**src/rtl/ldsfc_pkg.sv**
```systemverilog
package ldsfc_pkg;
	// string count and clock
	localparam int NUM_STRINGS = 4;
	localparam int CLK_MHZ = 100;
	// fault must persist this long before it counts as verified
	localparam int CONFIRM_US = 10;
	localparam int CONFIRM_CYCLES = CONFIRM_US * CLK_MHZ;
	localparam int CONFIRM_W = $clog2(CONFIRM_CYCLES + 1);
	localparam logic [CONFIRM_W-1:0] CONFIRM_FULL = CONFIRM_W'(CONFIRM_CYCLES);
	localparam logic [CONFIRM_W-1:0] CONFIRM_LAST = CONFIRM_W'(CONFIRM_CYCLES - 1);
	localparam logic [CONFIRM_W-1:0] CONFIRM_STEP = CONFIRM_W'(1);
	// shared-input period measurement
	localparam int PERIOD_W = 16;
	localparam logic [PERIOD_W-1:0] PERIOD_MAX = 16'hffff;
	localparam logic [PERIOD_W-1:0] PERIOD_STEP = 16'h0001;
	localparam int PHASE_SHIFT = 2;
	// layout of the synchronised pin vector
	localparam int SYNC_W = 14;
	localparam int SYNC_EN = 0;
	localparam int SYNC_DIM_LO = 1;
	localparam int SYNC_DRN_LO = 5;
	localparam int SYNC_SRC_LO = 9;
	localparam int SYNC_OT = 13;
	// peak current setting
	localparam int CURRENT_W = 8;
	localparam logic [CURRENT_W-1:0] CURRENT_DEFAULT = 8'hff;
	// shared-input phase lock
	typedef enum logic [1:0] {
		LDSFC_LOCK_IDLE,
		LDSFC_LOCK_MEASURE,
		LDSFC_LOCK_RUN
	} ldsfc_lock_t;
endpackage

```
**src/rtl/ldsfc_sync.sv**
```systemverilog
module ldsfc_sync #(
	parameter int WIDTH = ldsfc_pkg::SYNC_W
) (
	// clock and reset
	input wire logic ref_clk,
	input wire logic rst_b,
	// pins in, filtered levels out
	input wire logic [WIDTH-1:0] pin,
	output logic [WIDTH-1:0] level
);
	import ldsfc_pkg::*;

	logic [WIDTH-1:0] stage1;
	logic [WIDTH-1:0] stage2;
	logic [WIDTH-1:0] stage3;

	////////////////////////////////////////////////////////////////////////
	always_ff @(posedge ref_clk) begin
		if (!rst_b) begin
			stage1 <= '0;
			stage2 <= '0;
			stage3 <= '0;
		end else begin
			stage1 <= pin;
			stage2 <= stage1;
			stage3 <= stage2;
		end
	end

	// a change counts only once stages two and three agree
	always_ff @(posedge ref_clk) begin
		if (!rst_b) begin
			level <= '0;
		end else begin
			for (int i = 0; i < WIDTH; i++) begin
				if (stage2[i] == stage3[i]) begin
					level[i] <= stage3[i];
				end
			end
		end
	end
endmodule // ldsfc_sync

```
**src/rtl/ldsfc_confirm.sv**
```systemverilog
module ldsfc_confirm (
	// clock and reset
	input wire logic ref_clk,
	input wire logic rst_b,
	// condition and its verified event
	input wire logic clear,
	input wire logic cond,
	output logic hit
);
	import ldsfc_pkg::*;

	logic [CONFIRM_W-1:0] count;

	////////////////////////////////////////////////////////////////////////
	// any gap in the condition restarts verification
	always_ff @(posedge ref_clk) begin
		if (!rst_b || clear || !cond) begin
			count <= '0;
		end else if (count != CONFIRM_FULL) begin
			count <= count + CONFIRM_STEP;
		end
	end

	// one pulse per verified episode
	always_ff @(posedge ref_clk) begin
		if (!rst_b || clear) begin
			hit <= 1'b0;
		end else begin
			hit <= cond && (count == CONFIRM_LAST);
		end
	end
endmodule // ldsfc_confirm

```
**src/rtl/ldsfc_top.sv**
```systemverilog
// Behaviour
// - enable high runs; low turns strings off
// - enable low clears flag, restores defaults
// - flag asserts only after verified fault
// - fault register read clears the flag
// - open or short string: drive off, flag
// - detect open, short and over-temperature
// - per-string mode: each follows own input
// - shared mode: one input, staggered phases
// - eight-bit setting scales current reference
// - runs stand-alone; host access optional
module ldsfc_top (
	// clock and reset
	input wire logic ref_clk,
	input wire logic rst_b,
	// enable and variant select
	input wire logic enable,
	input wire logic shared_dim_mode,
	// dimming inputs
	input wire logic dim_in_0,
	input wire logic dim_in_1,
	input wire logic dim_in_2,
	input wire logic dim_in_3,
	// string sense comparators
	input wire logic [ldsfc_pkg::NUM_STRINGS-1:0] string_drain_sense,
	input wire logic [ldsfc_pkg::NUM_STRINGS-1:0] string_source_sense,
	input wire logic over_temp_sense,
	// optional host access
	input wire logic setting_wr,
	input wire logic [ldsfc_pkg::CURRENT_W-1:0] setting_data,
	input wire logic fault_read_strobe,
	// string drive and current reference
	output logic [ldsfc_pkg::NUM_STRINGS-1:0] string_gate_drive,
	output logic [ldsfc_pkg::CURRENT_W-1:0] current_ref,
	// fault flag, open drain
	output logic fault_flag_n_out,
	output logic fault_flag_n_oe,
	// status
	output logic [ldsfc_pkg::NUM_STRINGS-1:0] open_fault,
	output logic [ldsfc_pkg::NUM_STRINGS-1:0] short_fault,
	output logic over_temp_fault,
	output logic device_on
);
	import ldsfc_pkg::*;

	logic [SYNC_W-1:0] sync_level;
	logic en_s;
	logic [NUM_STRINGS-1:0] dim_s;
	logic [NUM_STRINGS-1:0] drain_s;
	logic [NUM_STRINGS-1:0] source_s;
	logic ot_s;
	logic clear_all;
	logic dim_prev;
	logic dim_rise;
	logic dim_fall;
	logic cnt_sat;
	logic [PERIOD_W-1:0] phase_cnt;
	logic [PERIOD_W-1:0] period;
	logic [PERIOD_W-1:0] high_time;
	ldsfc_lock_t lock_state;
	logic [NUM_STRINGS-1:0] staggered;
	logic [NUM_STRINGS-1:0] next_gate;
	logic [NUM_STRINGS-1:0] string_off;
	logic [NUM_STRINGS-1:0] open_hit;
	logic [NUM_STRINGS-1:0] short_hit;
	logic ot_hit;
	logic any_hit;
	logic [CURRENT_W-1:0] current_setting;

	// drive is on at this position within the period
	function automatic logic stagger_on(input int k, input logic [PERIOD_W-1:0] cnt,
		input logic [PERIOD_W-1:0] per, input logic [PERIOD_W-1:0] hi);
		logic [PERIOD_W+1:0] offset;
		logic [PERIOD_W+1:0] pos;
		offset = ((PERIOD_W + 2)'(k) * {2'b00, per}) >> PHASE_SHIFT;
		if ({2'b00, cnt} >= offset) begin
			pos = {2'b00, cnt} - offset;
		end else begin
			pos = {2'b00, cnt} + {2'b00, per} - offset;
		end
		return pos < {2'b00, hi};
	endfunction

	////////////////////////////////////////////////////////////////////////
	// pin synchronisers
	ldsfc_sync #(
		.WIDTH(SYNC_W)
	) u_sync (
		.ref_clk(ref_clk),
		.rst_b(rst_b),
		.pin({over_temp_sense, string_source_sense, string_drain_sense,
			dim_in_3, dim_in_2, dim_in_1, dim_in_0, enable}),
		.level(sync_level)
	);

	assign en_s = sync_level[SYNC_EN];
	assign dim_s = sync_level[SYNC_DIM_LO +: NUM_STRINGS];
	assign drain_s = sync_level[SYNC_DRN_LO +: NUM_STRINGS];
	assign source_s = sync_level[SYNC_SRC_LO +: NUM_STRINGS];
	assign ot_s = sync_level[SYNC_OT];
	// enable low acts as a full soft reset of control state
	assign clear_all = !en_s;

	////////////////////////////////////////////////////////////////////////
	// shared-input period and high-time measurement
	assign dim_rise = dim_s[0] && !dim_prev;
	assign dim_fall = !dim_s[0] && dim_prev;
	assign cnt_sat = (phase_cnt == PERIOD_MAX);

	always_ff @(posedge ref_clk) begin
		if (!rst_b || clear_all) begin
			dim_prev <= 1'b0;
		end else begin
			dim_prev <= dim_s[0];
		end
	end

	always_ff @(posedge ref_clk) begin
		if (!rst_b || clear_all) begin
			phase_cnt <= '0;
		end else if (dim_rise) begin
			phase_cnt <= '0;
		end else if (!cnt_sat) begin
			phase_cnt <= phase_cnt + PERIOD_STEP;
		end
	end

	always_ff @(posedge ref_clk) begin
		if (!rst_b || clear_all) begin
			period <= '0;
			high_time <= '0;
		end else begin
			if (dim_rise && lock_state != LDSFC_LOCK_IDLE) begin
				period <= phase_cnt + PERIOD_STEP;
			end
			if (dim_fall) begin
				high_time <= phase_cnt + PERIOD_STEP;
			end
		end
	end

	// a stuck input drops the lock so strings follow it directly
	always_ff @(posedge ref_clk) begin
		if (!rst_b || clear_all) begin
			lock_state <= LDSFC_LOCK_IDLE;
		end else begin
			unique case (lock_state)
				LDSFC_LOCK_IDLE: begin
					if (dim_rise) begin
						lock_state <= LDSFC_LOCK_MEASURE;
					end
				end
				LDSFC_LOCK_MEASURE: begin
					if (cnt_sat) begin
						lock_state <= LDSFC_LOCK_IDLE;
					end else if (dim_rise) begin
						lock_state <= LDSFC_LOCK_RUN;
					end
				end
				LDSFC_LOCK_RUN: begin
					if (cnt_sat) begin
						lock_state <= LDSFC_LOCK_IDLE;
					end
				end
			endcase
		end
	end

	////////////////////////////////////////////////////////////////////////
	// drive selection; in per-string mode unused inputs tied low keep strings dark
	always_comb begin
		staggered = '0;
		next_gate = '0;
		for (int i = 0; i < NUM_STRINGS; i++) begin
			if (i == 0 || lock_state != LDSFC_LOCK_RUN) begin
				staggered[i] = dim_s[0];
			end else begin
				staggered[i] = stagger_on(i, phase_cnt, period, high_time);
			end
			if (shared_dim_mode) begin
				next_gate[i] = staggered[i];
			end else begin
				next_gate[i] = dim_s[i];
			end
			next_gate[i] = next_gate[i] && en_s && !string_off[i];
		end
	end

	always_ff @(posedge ref_clk) begin
		if (!rst_b) begin
			string_gate_drive <= '0;
		end else begin
			string_gate_drive <= next_gate;
		end
	end

	////////////////////////////////////////////////////////////////////////
	// fault verification: open = on but no current, short = excess headroom
	genvar g;
	generate
		for (g = 0; g < NUM_STRINGS; g++) begin : g_string
			ldsfc_confirm u_open (
				.ref_clk(ref_clk),
				.rst_b(rst_b),
				.clear(clear_all),
				.cond(string_gate_drive[g] && !source_s[g]),
				.hit(open_hit[g])
			);
			ldsfc_confirm u_short (
				.ref_clk(ref_clk),
				.rst_b(rst_b),
				.clear(clear_all),
				.cond(string_gate_drive[g] && drain_s[g]),
				.hit(short_hit[g])
			);
		end
	endgenerate

	ldsfc_confirm u_ot (
		.ref_clk(ref_clk),
		.rst_b(rst_b),
		.clear(clear_all),
		.cond(ot_s),
		.hit(ot_hit)
	);

	assign any_hit = (|open_hit) || (|short_hit) || ot_hit;
	assign string_off = open_fault | short_fault;

	// status stays latched until an enable cycle, reads do not clear it
	always_ff @(posedge ref_clk) begin
		if (!rst_b || clear_all) begin
			open_fault <= '0;
			short_fault <= '0;
			over_temp_fault <= 1'b0;
		end else begin
			open_fault <= open_fault | open_hit;
			short_fault <= short_fault | short_hit;
			over_temp_fault <= over_temp_fault || ot_hit;
		end
	end

	// a new fault in the read cycle wins over the clear
	always_ff @(posedge ref_clk) begin
		if (!rst_b || clear_all) begin
			fault_flag_n_oe <= 1'b0;
		end else if (any_hit) begin
			fault_flag_n_oe <= 1'b1;
		end else if (fault_read_strobe) begin
			fault_flag_n_oe <= 1'b0;
		end
	end

	always_ff @(posedge ref_clk) begin
		if (!rst_b) begin
			fault_flag_n_out <= 1'b0;
			device_on <= 1'b0;
		end else begin
			fault_flag_n_out <= 1'b0;
			device_on <= en_s;
		end
	end

	////////////////////////////////////////////////////////////////////////
	// peak current: default is full scale so no host is needed
	always_ff @(posedge ref_clk) begin
		if (!rst_b || clear_all) begin
			current_setting <= CURRENT_DEFAULT;
		end else if (setting_wr) begin
			current_setting <= setting_data;
		end
	end

	always_ff @(posedge ref_clk) begin
		if (!rst_b) begin
			current_ref <= CURRENT_DEFAULT;
		end else if (!en_s) begin
			current_ref <= CURRENT_DEFAULT;
		end else if (setting_wr) begin
			current_ref <= setting_data;
		end else begin
			current_ref <= current_setting;
		end
	end
endmodule // ldsfc_top

```
**config.mk**
```make
export PLATFORM = sky130hd
export DESIGN_NAME = ldsfc_top
export DESIGN_NICKNAME = d
export VERILOG_FILES = /design/src/rtl/ldsfc_pkg.sv /design/src/rtl/ldsfc_sync.sv /design/src/rtl/ldsfc_confirm.sv /design/src/rtl/ldsfc_top.sv
export SDC_FILE = /design/constraint.sdc
export NUM_CORES = 1
export LEC_CHECK = 0
export BUFFER_PORTS_ARGS = -buffer_cell sky130_fd_sc_hd__buf_2
export CAP_MARGIN = 20
export CORE_MARGIN = 3
export CORE_UTILIZATION = 57
export DETAILED_ROUTE_END_ITERATION = 6
export HOLD_SLACK_MARGIN = 0.15
export PLACE_DENSITY = 0.83
export REMOVE_ABC_BUFFERS = 1
export SYNTH_ARGS = -nofsm -noshare
export SYNTH_HDL_FRONTEND = slang
export SYNTH_SLANG_ARGS = --single-unit
```
**constraint.sdc**
```tcl
create_clock -name ref_clk -period 10.8 [get_ports ref_clk]
set_input_delay 2.16 -clock ref_clk [delete_from_list [all_inputs] [get_ports ref_clk]]
set_output_delay 2.16 -clock ref_clk [all_outputs]
set_load 0.01 [all_outputs]
```
==> out/qor.yml <==
run_status: "finished clean"
synth.top_cells.by_count: "229 x sky130_fd_sc_hd__dfxtp_1, 226 x sky130_fd_sc_hd__nor2_1, 187 x sky130_fd_sc_hd__ha_1"
seqCellArea_um2: 4584
initialDrtViolationCount: 902
cts_tree: "done"
worst_ir_drop_vdd_mv: 0.2000
startpoint: "phase_cnt[1]"
rr_startpoint: "phase_cnt[1]"
fillCellCount: 2162
cp_top_family: "simple AND/OR/NAND/NOR gates"
timing.setup.tns_ps: 0
grt_antenna_before_repair: 0
final_layout_size_suffix_gt1_share_pct: 6.605
route.detailed.vias_per_inst: 6.027
wire_length_of_the_first_global_routing_pass_um: 63290
holdPathStages: 1
placedInstanceArea_um2: 16200
tightest_slew_margin_relative_to_the_limit_pct: 34.27
num_vias: 13830
synth-async-reset-ratio_pct: 0
syn-cell-area_um2: 15670
cts_root_buf: "sky130_fd_sc_hd__clkbuf_16"
nets: 2158
grt.overflow.total: 0
crit_buf_inv: 1
grt_usage_pct: 26.00
fp.dieH_um: 171.8
postLayoutSetupSlackWorst_ps: 4724
critical_path_peak_fanout: 11
grt_setup_unrepaired: "no"
clock-skew-final_ps: 14.58
post-route-drc-count: 0
reg2reg_depth: 22
crit_cells: 22
postLayoutCellArea_um2: 17090
rows: 60
synthDominantCellAreaShare_pct: 29.25
finalCritPeriodShare_pct: 56.26
number_of_max_capacitance_violations_reported: 0
max_freq_ghz: 0.1646
setup-violations-final: 0
grt_pass1_vias: 13290
postCtsHoldBufs: 0
layout-area-overhead-vs-synth_pct: 9.060
multi_input_comb_area_um2: 10550
crit-reg2reg-capture: "string_gate_drive[2]"
critical_path_arrival_ps: 6470
antennaDiodeCount: 0
number_of_flops_mapped_to_enable_cells_by_yosys: 0
finalWorstPathRequiredPeriod_ps: 6076
cp.required_ps: 11190
routed_wire_length_um: 39020
synth_seq_area_share_pct: 29.25
postSynthCellCount: 1902
synth_area_leaders: "sky130_fd_sc_hd__dfxtp_1 29%, sky130_fd_sc_hd__ha_1 15%, sky130_fd_sc_hd__nor2_1 5.4%"
clk_pin_slew_ps: 70
routed_wire_length_per_instance_um: 17.01
initial_core_util_pct: 58.00
synth.most_common_cell: "sky130_fd_sc_hd__dfxtp_1"
critical_path.max_stage_delay_ps: 680
ctsHtreeMaxLevel: 1
report.final.hold_viol_count: 0
syn_area_per_cell_um2: 8.241
timing_worst_slew_pin_value_ps: 975.7
worst-setup-path-type: "register to register"
dpl.hpwl_um: 29740
slew_violations: 0
ant_nets: 0
die_area_um2: 29520
post_synthesis_cell_type_count: 83
power.density_cell_area_nw_per_um2: 103.4
power.static_leakage_nw: 6.908
end_kind: "register"
crit_path_cells: "inv_1, fa_1, nor2b_1, o31a_1, o21ai_1, nand2b_1, a21o_1, a21oi_1, xnor2_1, ha_1, and2b_1, a311o_1, and2_4, or4_4, a31oi_4, xnor2_1, a221oi_2, ha_1, nand4_1, or4_1, o41ai_1, o31ai_1"
clock-sinks: 229
slowest_cell_on_crit_path: "sky130_fd_sc_hd__dfxtp_1"
yosys_register_bits: 229
place.port_buffers: 49
critical_path.endpoint: "string_gate_drive[2]"
gp_routability_congestion: 0.9816
cts_inserted_buffers: 23
coreArea_um2: 27030
min_path_type: "register to register"
pre_cts_slack_ps: 4750
horizontal_extent_of_the_die_um: 171.8
post-synth-top-area-cell: "sky130_fd_sc_hd__dfxtp_1"
ff2ff_setup_slack_ps: 4720
clock_latency_at_the_later_pin_of_the_worst_skew_pair_ps: 520
grt_max_degree: 58
ys.warnings.count: 0
clock_tree.buffer_depth: 3
yosys_most_used_dff: "sky130_fd_sc_hd__dfxtp_1"
cts_post_setup_buffers_inserted: 0
ios: 51
total_power_mw: 1.767
firstDrtPassIters: 5
post_cts_resized: 0
worstSetupStartpointType: "register"
==> placed cells by master (no fill, tap or decap), types with 6 or more instances in the layout <==
| cell type | synthesis | layout |
|---|---|---|
| sky130_fd_sc_hd__o21ai_0 | 66 | 66 |
| sky130_fd_sc_hd__o21bai_1 | 12 | 11 |
| sky130_fd_sc_hd__xor2_1 | 78 | 78 |
| sky130_fd_sc_hd__fa_1 | 8 | 8 |
| sky130_fd_sc_hd__o21ai_1 | 37 | 37 |
| sky130_fd_sc_hd__nor3_1 | 50 | 50 |
| sky130_fd_sc_hd__xnor2_1 | 96 | 96 |
| sky130_fd_sc_hd__a21o_1 | 47 | 47 |
| sky130_fd_sc_hd__or3b_2 | 10 | 10 |
| sky130_fd_sc_hd__or3_1 | 20 | 20 |
| sky130_fd_sc_hd__and2_1 | 47 | 47 |
| sky130_fd_sc_hd__nor2_1 | 226 | 225 |
| sky130_fd_sc_hd__nand2_1 | 128 | 127 |
| sky130_fd_sc_hd__inv_1 | 92 | 92 |
| sky130_fd_sc_hd__nand4_1 | 27 | 27 |
| sky130_fd_sc_hd__a21oi_1 | 127 | 126 |
| sky130_fd_sc_hd__nor4_1 | 9 | 9 |
| sky130_fd_sc_hd__o31ai_1 | 12 | 12 |
| sky130_fd_sc_hd__nand2b_1 | 19 | 19 |
| sky130_fd_sc_hd__o21a_1 | 17 | 17 |
| sky130_fd_sc_hd__nand3b_1 | 11 | 11 |
| sky130_fd_sc_hd__ha_1 | 187 | 187 |
| sky130_fd_sc_hd__buf_2 | 2 | 49 |
| sky130_fd_sc_hd__a211oi_1 | 43 | 43 |
| sky130_fd_sc_hd__and3_1 | 24 | 24 |
| sky130_fd_sc_hd__clkbuf_16 | 0 | 23 |
| sky130_fd_sc_hd__clkbuf_8 | 0 | 6 |
| sky130_fd_sc_hd__a21boi_0 | 14 | 14 |
| sky130_fd_sc_hd__mux2i_1 | 25 | 25 |
| sky130_fd_sc_hd__a31oi_1 | 12 | 12 |
| sky130_fd_sc_hd__nor2b_1 | 19 | 18 |
| sky130_fd_sc_hd__nand3_1 | 74 | 74 |
| sky130_fd_sc_hd__dfxtp_1 | 229 | 229 |
==> metrics by stage <==
step | hold slack [ps] | std cells | utilization (%)
after detailed placement | 417.7 | 2251 | 59.96
after floorplan | 411.8 | 1856 | -
after CTS | 428.7 | 2293 | 63.19
final | 424.6 | 2294 | 63.25
after global placement | 413.3 | 2251 | 59.96
after global routing | 437.0 | 2294 | 63.25
==> where the power goes <==
group | leakage [nW] | internal, mW | switching, mW
registers | 1.85 | 0.851 | 0.00234
logic | 4.62 | 0.00839 | 0.00756
clock network | 0.432 | 0.559 | 0.339
total | 6.91 | 1.42 | 0.349
==> metal layers <==
layer | GRT usage, % | vias up | wire length (um)
met5 | 0 | - | 0
met4 | 8.955 | 0 | 1287
met3 | 2.781 | 92 | 2387
met2 | 44.68 | 404 | 18340
met1 | 34.14 | 6516 | 17000
li1 | - | 6815 | -
==> logic make-up after synthesis <==
group | synth area share, %
fa+ha+maj | 16.20
buf+inv | 3.536
xor+xnor | 9.899
mux | 1.597
simple gates | 21.31
compound gates | 18.18
flops | 29.25
other cells | 0.02393
==> how the worst min path moves through the flow <==
stage	start	slack, ps	to
after floorplan	u_sync.stage1[0]	410	u_sync.stage2[0]
after global placement	u_sync.stage1[13]	410	u_sync.stage2[13]
after detailed placement	u_sync.stage1[7]	420	u_sync.stage2[7]
after CTS	u_sync.stage1[7]	430	u_sync.stage2[7]
after global routing	u_sync.stage1[6]	440	u_sync.stage2[6]
final	u_sync.stage1[7]	420	u_sync.stage2[7]
==> state kept, by name (all words and copies together), names as in the netlist, 16 cells and up, named ones only <==
signal,flops
g_string.u_short.count,40
phase_cnt,16
g_string.u_open.count,40
high_time,16
period,16
==> layout make-up <==
cell class                      instances  area share, %
Multi-Input combinational cell       1531          61.72
Sequential cell                       229          26.82
Clock buffer                           31          3.894
Tap cell                              341          2.496
Inverter                               96          2.108
Timing Repair Buffer                   55          1.742
Clock inverter                         11          1.222
Power figures use the tool's default switching activity.
